<file path="src/ttc_pkg.sv">
// ****************************************************************
// Thermal throttle control constants and carriers
// ****************************************************************
package ttc_pkg;

  // Clock rate and minimum engage time
  localparam int CLK_PERIOD_PS = 4000;
  localparam longint MIN_ENGAGE_PS = 64'd1000000000; // 1 ms
  localparam int MIN_ENGAGE_CYCLES = int'(MIN_ENGAGE_PS / CLK_PERIOD_PS);

  // Register bus geometry
  localparam int ADDR_W = 4;
  localparam int DATA_W = 64;

  // Register indices on the plain register port
  localparam logic [3:0] REG_MISC_EN = 4'h0;
  localparam logic [3:0] REG_XFER_CTL = 4'h1;
  localparam logic [3:0] REG_PERF_TGT = 4'h2;
  localparam logic [3:0] REG_THERM_STAT = 4'h3;
  localparam logic [3:0] REG_FEAT_EDX = 4'h4;
  localparam logic [3:0] REG_FEAT_ECX = 4'h5;
  localparam logic [3:0] REG_IRQ_STAT = 4'h6;
  localparam logic [3:0] REG_IRQ_MASK = 4'h7;
  localparam logic [3:0] REG_OP_POINT = 4'h8;

  // Field positions
  localparam int MISC_DUTY_EN_BIT = 3;
  localparam int MISC_FV_EN_BIT = 13;
  localparam int XFER_SELECT_BIT = 16;
  localparam int XFER_TARGET_W = 16;
  localparam int STAT_HOT_BIT = 0;
  localparam int FEAT_EDX_DUTY_BIT = 29;
  localparam int FEAT_ECX_FV_BIT = 8;

  // Interrupt event bits
  localparam int IRQ_W = 3;
  localparam int IRQ_ENGAGE_BIT = 0;
  localparam int IRQ_RELEASE_BIT = 1;
  localparam int IRQ_CATAS_BIT = 2;

  // Duty-cycle modulation shape
  localparam int DUTY_DIV = 16;
  localparam int DUTY_STEPS = 8;
  localparam int DUTY_ON_STEPS = 4;

  // Reset values
  localparam logic [XFER_TARGET_W-1:0] OP_POINT_RESET = 16'h0000;

  // Register port request
  typedef struct packed {
    logic wr;
    logic rd;
    logic [ADDR_W-1:0] addr;
    logic [DATA_W-1:0] wdata;
  } ttc_req_s;

endpackage : ttc_pkg

</file>
<file path="src/ttc_top.sv">
// Function
// - Catastrophic trip halts execution permanently until the next reset.
// - Catastrophic trip also engages throttling, as the lower sensor must have tripped.
// - Duty-cycle method gates the core clock internally, never via external stop-clock pin.
// - Feature query leaf 1 reports duty-cycle support in EDX bit 29.
// - Misc enable bit 3 turns on duty-cycle method; reset clears it.
// - Frequency/voltage method uses the same sensor and lowers frequency and voltage.
// - Feature query leaf 1 reports frequency/voltage support in ECX bit 8.
// - Early scheme: frequency/voltage method needs select bit 16 and enable bit 3.
// - Early scheme: enable bit 3 with select clear chooses the duty-cycle method.
// - Later scheme: misc enable bit 13 turns on frequency/voltage method.
// - Frequency/voltage throttle moves to the target in transition control bits 15:0.
// - Under duty-cycle throttling a performance target write takes effect at once.
// - Under freq/voltage throttling a performance target write waits for release.
// - Throttling holds at least about 1 ms, then until cooled past hysteresis.
// - Thermal status bit 0 reads set exactly while throttling reduces power.
//
// Implementation choices: the register addresses and strobed register access.
`timescale 1ns/1ns
module ttc_top #(
  parameter int MIN_ENGAGE_CYCLES = ttc_pkg::MIN_ENGAGE_CYCLES,
  parameter bit EARLY_SCHEME = 1'b0,
  parameter bit DUTY_SUPPORTED = 1'b1,
  parameter bit FV_SUPPORTED = 1'b1
) (
  input wire logic clk_i, // Core clock, 250 MHz
  input wire logic reset_i, // Synchronous reset, active high
  input wire ttc_pkg::ttc_req_s req_i, // Register request
  output logic [ttc_pkg::DATA_W-1:0] rdata_o, // Read data, cycle after read
  input wire logic catas_trip_i, // Catastrophic sensor, asynchronous
  input wire logic sensor_trip_i, // Throttle sensor tripped, asynchronous
  input wire logic temp_cool_i, // Below trip less hysteresis, asynchronous
  output logic halt_o, // Execution halted
  output logic clock_run_o, // Core clock allowed this cycle
  output logic fv_active_o, // Frequency/voltage throttle engaged
  output logic [ttc_pkg::XFER_TARGET_W-1:0] op_point_o, // Applied frequency/voltage code
  output logic irq_o // Level interrupt
);

  localparam int HOLD_W = $clog2(MIN_ENGAGE_CYCLES + 1);
  localparam int DIV_W = $clog2(ttc_pkg::DUTY_DIV);
  localparam int PH_W = $clog2(ttc_pkg::DUTY_STEPS);

  // ****************************************************************
  // Pin synchronisers
  // ****************************************************************
  logic [2:0] pin_s1;
  logic [2:0] pin_s2;
  logic catas_s;
  logic trip_s;
  logic cool_s;

  // Two flops per asynchronous sensor pin
  always_ff @(posedge clk_i) begin
    if (reset_i) begin
      pin_s1 <= 3'h0;
      pin_s2 <= 3'h0;
    end else begin
      pin_s1 <= {catas_trip_i, sensor_trip_i, temp_cool_i};
      pin_s2 <= pin_s1;
    end
  end

  assign catas_s = pin_s2[2];
  assign trip_s = pin_s2[1];
  assign cool_s = pin_s2[0];

  // ****************************************************************
  // Registers
  // ****************************************************************
  logic [ttc_pkg::DATA_W-1:0] misc_feature_enable_reg;
  logic [ttc_pkg::DATA_W-1:0] thermal_transition_control;
  logic [ttc_pkg::XFER_TARGET_W-1:0] performance_target_reg;
  logic [ttc_pkg::IRQ_W-1:0] irq_stat;
  logic [ttc_pkg::IRQ_W-1:0] irq_mask;
  logic [ttc_pkg::IRQ_W-1:0] irq_event;
  logic wr_misc;
  logic wr_xfer;
  logic wr_perf;

  // Write decode shared by the register processes
  function automatic logic hit(input ttc_pkg::ttc_req_s r, input logic [3:0] idx);
    hit = r.wr && (r.addr == idx);
  endfunction : hit

  assign wr_misc = hit(req_i, ttc_pkg::REG_MISC_EN);
  assign wr_xfer = hit(req_i, ttc_pkg::REG_XFER_CTL);
  assign wr_perf = hit(req_i, ttc_pkg::REG_PERF_TGT);

  // Enable bits; only the two documented enables are kept
  // reset clears enables
  always_ff @(posedge clk_i) begin
    if (reset_i) begin
      misc_feature_enable_reg <= '0;
    end else if (wr_misc) begin
      misc_feature_enable_reg <= '0;
      misc_feature_enable_reg[ttc_pkg::MISC_DUTY_EN_BIT] <=
        req_i.wdata[ttc_pkg::MISC_DUTY_EN_BIT];
      misc_feature_enable_reg[ttc_pkg::MISC_FV_EN_BIT] <=
        req_i.wdata[ttc_pkg::MISC_FV_EN_BIT];
    end
  end

  // Transition target and method select; upper bits reserved
  always_ff @(posedge clk_i) begin
    if (reset_i) begin
      thermal_transition_control <= '0;
    end else if (wr_xfer) begin
      thermal_transition_control <= '0;
      thermal_transition_control[ttc_pkg::XFER_SELECT_BIT] <=
        req_i.wdata[ttc_pkg::XFER_SELECT_BIT];
      thermal_transition_control[ttc_pkg::XFER_TARGET_W-1:0] <=
        req_i.wdata[ttc_pkg::XFER_TARGET_W-1:0];
    end
  end

  // Software performance target, applied below when allowed
  always_ff @(posedge clk_i) begin
    if (reset_i) begin
      performance_target_reg <= ttc_pkg::OP_POINT_RESET;
    end else if (wr_perf) begin
      performance_target_reg <= req_i.wdata[ttc_pkg::XFER_TARGET_W-1:0];
    end
  end

  // ****************************************************************
  // Method selection and trip hold
  // ****************************************************************
  logic duty_en;
  logic fv_en;
  logic tripped;
  logic engaged;
  logic duty_active;
  logic fv_active;
  logic [HOLD_W-1:0] hold_cnt;

  // Enable schemes: the early one gates by the select flag
  always_comb begin
    if (EARLY_SCHEME) begin
      fv_en = FV_SUPPORTED && misc_feature_enable_reg[ttc_pkg::MISC_DUTY_EN_BIT]
        && thermal_transition_control[ttc_pkg::XFER_SELECT_BIT];
      duty_en = DUTY_SUPPORTED && misc_feature_enable_reg[ttc_pkg::MISC_DUTY_EN_BIT]
        && !thermal_transition_control[ttc_pkg::XFER_SELECT_BIT];
    end else begin
      fv_en = FV_SUPPORTED && misc_feature_enable_reg[ttc_pkg::MISC_FV_EN_BIT];
      // Freq/voltage wins when both are set, only one action runs at a time
      duty_en = DUTY_SUPPORTED && misc_feature_enable_reg[ttc_pkg::MISC_DUTY_EN_BIT]
        && !fv_en;
    end
  end

  assign engaged = tripped && (duty_en || fv_en);
  assign duty_active = engaged && duty_en;
  assign fv_active = engaged && fv_en;

  // Trip latch with minimum hold; a retrip restarts the hold
  // hold then hysteresis release
  always_ff @(posedge clk_i) begin
    if (reset_i) begin
      tripped <= 1'b0;
      hold_cnt <= '0;
    end else if (trip_s || catas_s) begin
      tripped <= 1'b1;
      hold_cnt <= HOLD_W'(MIN_ENGAGE_CYCLES - 1);
    end else if (tripped && hold_cnt != '0) begin
      hold_cnt <= hold_cnt - HOLD_W'(1);
    end else if (tripped && cool_s) begin
      tripped <= 1'b0;
    end
  end

  // ****************************************************************
  // Catastrophic halt
  // ****************************************************************
  // halt until reset
  always_ff @(posedge clk_i) begin
    if (reset_i) begin
      halt_o <= 1'b0;
    end else if (catas_s) begin
      halt_o <= 1'b1;
    end
  end

  // ****************************************************************
  // Duty-cycle clock gating
  // ****************************************************************
  logic [DIV_W-1:0] div_cnt;
  logic [PH_W-1:0] phase;
  logic step_en;

  // Divider makes the modulation step pulse
  always_ff @(posedge clk_i) begin
    if (reset_i) begin
      div_cnt <= '0;
    end else begin
      div_cnt <= (div_cnt == DIV_W'(ttc_pkg::DUTY_DIV - 1)) ? '0 : div_cnt + DIV_W'(1);
    end
  end

  assign step_en = (div_cnt == DIV_W'(ttc_pkg::DUTY_DIV - 1));

  // Phase restarts when idle so each throttle episode starts clocked
  always_ff @(posedge clk_i) begin
    if (reset_i || !duty_active) begin
      phase <= '0;
    end else if (step_en) begin
      phase <= phase + PH_W'(1);
    end
  end

  always_ff @(posedge clk_i) begin
    if (reset_i) begin
      clock_run_o <= 1'b1;
    end else begin
      clock_run_o <= !halt_o && !catas_s
        && !(duty_active && phase >= PH_W'(ttc_pkg::DUTY_ON_STEPS));
    end
  end

  // ****************************************************************
  // Operating point
  // ****************************************************************
  // freq/voltage target applied
  always_ff @(posedge clk_i) begin
    if (reset_i) begin
      op_point_o <= ttc_pkg::OP_POINT_RESET;
      fv_active_o <= 1'b0;
    end else begin
      fv_active_o <= fv_active;
      if (fv_active) begin
        op_point_o <= thermal_transition_control[ttc_pkg::XFER_TARGET_W-1:0];
      end else if (wr_perf) begin
        op_point_o <= req_i.wdata[ttc_pkg::XFER_TARGET_W-1:0];
      end else begin
        op_point_o <= performance_target_reg;
      end
    end
  end

  // ****************************************************************
  // Interrupts
  // ****************************************************************
  logic engaged_q;

  always_ff @(posedge clk_i) begin
    if (reset_i) begin
      engaged_q <= 1'b0;
    end else begin
      engaged_q <= engaged;
    end
  end

  assign irq_event[ttc_pkg::IRQ_ENGAGE_BIT] = engaged && !engaged_q;
  assign irq_event[ttc_pkg::IRQ_RELEASE_BIT] = !engaged && engaged_q;
  assign irq_event[ttc_pkg::IRQ_CATAS_BIT] = catas_s && !halt_o;

  // Sticky status, write one clears, a new event wins over the clear
  always_ff @(posedge clk_i) begin
    if (reset_i) begin
      irq_stat <= '0;
    end else if (hit(req_i, ttc_pkg::REG_IRQ_STAT)) begin
      irq_stat <= (irq_stat & ~req_i.wdata[ttc_pkg::IRQ_W-1:0]) | irq_event;
    end else begin
      irq_stat <= irq_stat | irq_event;
    end
  end

  always_ff @(posedge clk_i) begin
    if (reset_i) begin
      irq_mask <= '0;
    end else if (hit(req_i, ttc_pkg::REG_IRQ_MASK)) begin
      irq_mask <= req_i.wdata[ttc_pkg::IRQ_W-1:0];
    end
  end

  // Registered, so it trails status by one cycle
  always_ff @(posedge clk_i) begin
    if (reset_i) begin
      irq_o <= 1'b0;
    end else begin
      irq_o <= |(irq_stat & irq_mask);
    end
  end

  // ****************************************************************
  // Read path
  // ****************************************************************
  // Unmapped indices read zero
  always_ff @(posedge clk_i) begin
    if (reset_i) begin
      rdata_o <= '0;
    end else if (req_i.rd) begin
      rdata_o <= '0;
      case (req_i.addr)
        ttc_pkg::REG_MISC_EN: rdata_o <= misc_feature_enable_reg;
        ttc_pkg::REG_XFER_CTL: rdata_o <= thermal_transition_control;
        ttc_pkg::REG_PERF_TGT: rdata_o[ttc_pkg::XFER_TARGET_W-1:0] <= performance_target_reg;
        ttc_pkg::REG_THERM_STAT: rdata_o[ttc_pkg::STAT_HOT_BIT] <= engaged;
        ttc_pkg::REG_FEAT_EDX: rdata_o[ttc_pkg::FEAT_EDX_DUTY_BIT] <= DUTY_SUPPORTED;
        ttc_pkg::REG_FEAT_ECX: rdata_o[ttc_pkg::FEAT_ECX_FV_BIT] <= FV_SUPPORTED;
        ttc_pkg::REG_IRQ_STAT: rdata_o[ttc_pkg::IRQ_W-1:0] <= irq_stat;
        ttc_pkg::REG_IRQ_MASK: rdata_o[ttc_pkg::IRQ_W-1:0] <= irq_mask;
        ttc_pkg::REG_OP_POINT: rdata_o[ttc_pkg::XFER_TARGET_W-1:0] <= op_point_o;
        default: rdata_o <= '0;
      endcase
    end
  end

  // ****************************************************************
  // Checks
  // ****************************************************************
  property p_halt_sticky;
    @(posedge clk_i) disable iff (reset_i) catas_s |=> halt_o ##1 halt_o ##1 halt_o;
  endproperty
  a_halt_sticky: assert property (p_halt_sticky) else $error("halt not held");

  property p_catas_trips;
    @(posedge clk_i) disable iff (reset_i) catas_s |=> tripped;
  endproperty
  a_catas_trips: assert property (p_catas_trips) else $error("catastrophic no trip");

  property p_gate_cause;
    @(posedge clk_i) disable iff (reset_i)
      !clock_run_o |-> $past(duty_active) || $past(halt_o) || $past(catas_s);
  endproperty
  a_gate_cause: assert property (p_gate_cause) else $error("clock gated without cause");

  property p_enable_reset;
    @(posedge clk_i) $past(reset_i) |-> !misc_feature_enable_reg[ttc_pkg::MISC_DUTY_EN_BIT];
  endproperty
  a_enable_reset: assert property (p_enable_reset) else $error("enable not cleared");

  property p_fv_target;
    @(posedge clk_i) disable iff (reset_i)
      fv_active |=> fv_active_o
      && op_point_o == $past(thermal_transition_control[ttc_pkg::XFER_TARGET_W-1:0]);
  endproperty
  a_fv_target: assert property (p_fv_target) else $error("target not applied");

  property p_perf_now;
    @(posedge clk_i) disable iff (reset_i)
      duty_active && wr_perf |=> op_point_o == $past(req_i.wdata[ttc_pkg::XFER_TARGET_W-1:0]);
  endproperty
  a_perf_now: assert property (p_perf_now) else $error("perf write not applied");

  property p_perf_defer;
    @(posedge clk_i) disable iff (reset_i)
      fv_active && wr_perf |=>
      op_point_o == $past(thermal_transition_control[ttc_pkg::XFER_TARGET_W-1:0]);
  endproperty
  a_perf_defer: assert property (p_perf_defer) else $error("perf write not deferred");

  property p_min_hold;
    @(posedge clk_i) disable iff (reset_i) $fell(tripped) |-> $past(hold_cnt) == '0;
  endproperty
  a_min_hold: assert property (p_min_hold) else $error("released before hold");

  property p_status_read;
    @(posedge clk_i) disable iff (reset_i)
      req_i.rd && req_i.addr == ttc_pkg::REG_THERM_STAT
      |=> rdata_o[ttc_pkg::STAT_HOT_BIT] == $past(engaged);
  endproperty
  a_status_read: assert property (p_status_read) else $error("status bit wrong");

  property p_engaged_def;
    @(posedge clk_i) disable iff (reset_i)
      !tripped |=> !fv_active_o && (clock_run_o || $past(halt_o) || $past(catas_s));
  endproperty
  a_engaged_def: assert property (p_engaged_def) else $error("engaged wrong");

  property p_early_duty;
    @(posedge clk_i) disable iff (reset_i)
      EARLY_SCHEME && misc_feature_enable_reg[ttc_pkg::MISC_DUTY_EN_BIT]
      && !thermal_transition_control[ttc_pkg::XFER_SELECT_BIT]
      |-> duty_en == DUTY_SUPPORTED && !fv_en;
  endproperty
  a_early_duty: assert property (p_early_duty) else $error("early scheme wrong");

endmodule : ttc_top

</file>
<file path="config.mk">
export PLATFORM = sky130hd
export DESIGN_NAME = ttc_top
export DESIGN_NICKNAME = d
export VERILOG_FILES = /design/src/ttc_pkg.sv /design/src/ttc_top.sv
export SDC_FILE = /design/constraint.sdc
export NUM_CORES = 1
export LEC_CHECK = 0
export ABC_AREA = 1
export BUFFER_PORTS_ARGS = -buffer_cell sky130_fd_sc_hd__buf_2
export CAP_MARGIN = 20
export CORE_MARGIN = 2
export CORE_UTILIZATION = 40
export DETAILED_ROUTE_END_ITERATION = 6
export GPL_TIMING_DRIVEN = 0
export MAX_ROUTING_LAYER = met4
export PLACE_DENSITY = 0.77
export SLEW_MARGIN = 25
export SYNTH_ARGS = -nofsm -noshare
export SYNTH_HDL_FRONTEND = slang
export SYNTH_SLANG_ARGS = --single-unit
</file>
<file path="constraint.sdc">
create_clock -name clk_i -period 1.35 [get_ports clk_i]
set_input_delay 0.0675 -clock clk_i [delete_from_list [all_inputs] [get_ports clk_i]]
set_output_delay 0.0675 -clock clk_i [all_outputs]
set_load 0.01 [all_outputs]
</file>
==> metrics.cfg <==
[min_path]
hp-class = in2reg

[global_routing]
grt_pass1_wl_um = 22900
grt_util_all_layers_pct = 20.6
grt_pass1_vias = 4822
antenna_found_initial = 0
gr-total-overflow = 0
grt_max_degree = 19

[place]
place_area_um2 = 6120
dpl_worst_slack_ns = -0.316
gp_congestion = 0.908
placed_cells = 1004
io_buffers = 63
dp_hpwl_um = 9640

[run]
drv_cap = 0

[routing]
first_iter_violations = 293
drt_drc_violations_left = 0
routed-via-count = 5014
wl_um = 14400
dr.pass1.iters = 4
drtAntennaViolNets = 0
via_per_inst = 4.76
wl_per_cell_um = 13.7

[cells_and_area]
antenna_cells = 0
nets = 952
fin_area_um2 = 6950
drive_gt1_share_pct = 29.2
final_cells = 1053
synthToLayoutAreaGrowth_pct = 28.3
top_regs = hold_cnt (18), rdata_o (18), thermal_transition_control (17)

[logic_synthesis]
ys_ff_latch = 112
ys_seq_area_share_pct = 41.4
synth_area_per_cell_um2 = 7.52
synthTopCellsByArea = dfxtp_1 41%, nand2_1 9.8%, inv_1 7.3%, buf_4 6.8%, a21oi_1 4.6%
syn-cell-area_um2 = 5420
synth-main-ff-cell = dfxtp_1
ys_types = 39
synth_edf_count = 0
synthTopCellsByCount = 142 x nand2_1, 112 x dfxtp_1, 106 x inv_1
synth_warnings = 0
async_flop_share_pct = 0
yosysTopAreaCellShare_pct = 41.4
yosysMostFrequentCell = nand2_1
yosysTopAreaCell = dfxtp_1
synth_cells = 720

[clock_network]
clockRootBuffer = clkbuf_16
tritoncts = built
numCtsBuffers = 9
cts_buffer_depth = 2
htree_num_levels = 3
path_clk_slew_ns = 0.07
cts_sinks = 112
clock_latency_ns = 0.36

[timing]
grt_setup_unrepaired = yes
relSlewSlack_pct = 59.6
skew_ns = 0.00982
layout_min_cycle_time_ns = 1.49
setup_tns_ns = -2.53
max_freq_mhz = 673
hold_ws_ns = 0.00820
finalCritPeriodShare_pct = 110
timing.final.max_slew_violations = 0
final-hold-violation-count = 0
setup_ws_ns = -0.135
setup_viol = 29
tightest_slew_ns = 0.607

[pwr]
p_leak_nw = 3.40
vdd_drop_max_uv = 787
powerDensity_nw_per_um2 = 1160

[floorplan]
coreArea_um2 = 13200
num_io_pins = 159
die_height_um = 120
die_w_um = 120
die_area_um2 = 14500
rows = 42
initial_core_util_pct = 40.9

[worst_setup_path]
ff2ff_setup_slack_ns = -0.14
startpoint_type = flip-flop
cp_slowest_cell = dfxtp_1
cp_top_family = flip-flops
slowest_delay_ns = 0.45
path_cells = nor2_4, nand2_2, nor2_4, buf_6, a21oi_4, buf_6, nand2_2, nand2_1, a21oi_1
worst-path-buf-inv = 2
worstPathMaxFanout = 5
endpoint_kind = flip-flop
crit_type = reg2reg
required_ns = 1.59
critPathArrivalTime_ns = 1.72

[run_status]
status = finished with violations
violations = setup timing

-- tightest hold or removal path, delay by kind of cell --
| family | cells | cell delay (ns) |
|---|---|---|
| AND/OR/NAND/NOR | 1 | 0.07 |
| AO/OA/AOI/OAI | 1 | 0.06 |
| buffers and inverters | 1 | 0.12 |
-- through the flow --
step	util (%)	power [mW]
CTS	51.8	7.90
floorplan	-	4.68
global placement	46.2	4.97
finish	52.5	8.07
detailed placement	46.2	5.00
global route	52.5	8.44
-- per-layer routing --
layer	up-vias	track usage, %	routed length, um
li1	2506	-	-
met1	2296	24.1	6030
met2	175	34.4	7090
met3	37	2.64	865
met4	0	11.2	399
met5	-	-	0
-- layout by cell type (no fill, tap or decap), types with 12 or more instances in the layout --
| master | n |
|---|---|
| a21oi_1 | 49 |
| a22oi_1 | 15 |
| buf_2 | 67 |
| buf_4 | 63 |
| buf_6 | 12 |
| conb_1 | 46 |
| dfxtp_1 | 104 |
| dlygate4sd3_1 | 14 |
| inv_1 | 101 |
| nand2_1 | 132 |
| nand2_2 | 13 |
| nand3_1 | 39 |
| nand3_2 | 14 |
| nor2_1 | 32 |
| nor2_2 | 14 |
| o21ai_0 | 21 |
| o21ai_1 | 15 |
-- report_power, final --
part           switching, mW  internal [mW]
clock network           1.27           1.31
registers              0.129           3.45
logic                   1.11          0.803
total                   2.51           5.56
-- final timing paths --
kind              depth (start not counted)           to   startpoint
setup / recovery                          9  hold_cnt[6]  hold_cnt[2]
hold / removal                            3  irq_mask[0]     req_i[0]
setup reg to reg                          9  hold_cnt[6]  hold_cnt[2]
hold reg to reg                           2    pin_s2[2]    pin_s1[2]
-- final cells by class --
| class | instances | area (um2) |
|---|---|---|
| fill | 1242 | 6290 |
| multi-input combinational | 467 | 2590 |
| sequential | 112 | 2250 |
| timing repair buffer | 97 | 641 |
| buffer | 74 | 541 |
| inverter | 112 | 429 |
| clock buffer | 10 | 239 |
| tap | 176 | 220 |
| clock inverter | 5 | 38.8 |
-- repair_timing --
action                                 in CTS  in global routing
buffers inserted                           17                  1
resized for setup                          48                 27
gates cloned                                2                  0
setup endpoints to repair                  30                 31
hold buffers                               14                  0
endpoints found under the hold margin      14                  0
pin swaps                                  20                 14
-- cell families after synthesis --
logic type / synth area share, %
AND/OR/NAND/NOR: 24.0
XOR/XNOR: 1.29
buffers and inverters: 17.6
adder cells (fa/ha/maj): 0.924
AO/OA/AOI/OAI: 14.7
other: 0.0692
flip-flops: 41.4
Power figures use the tool's default switching activity.
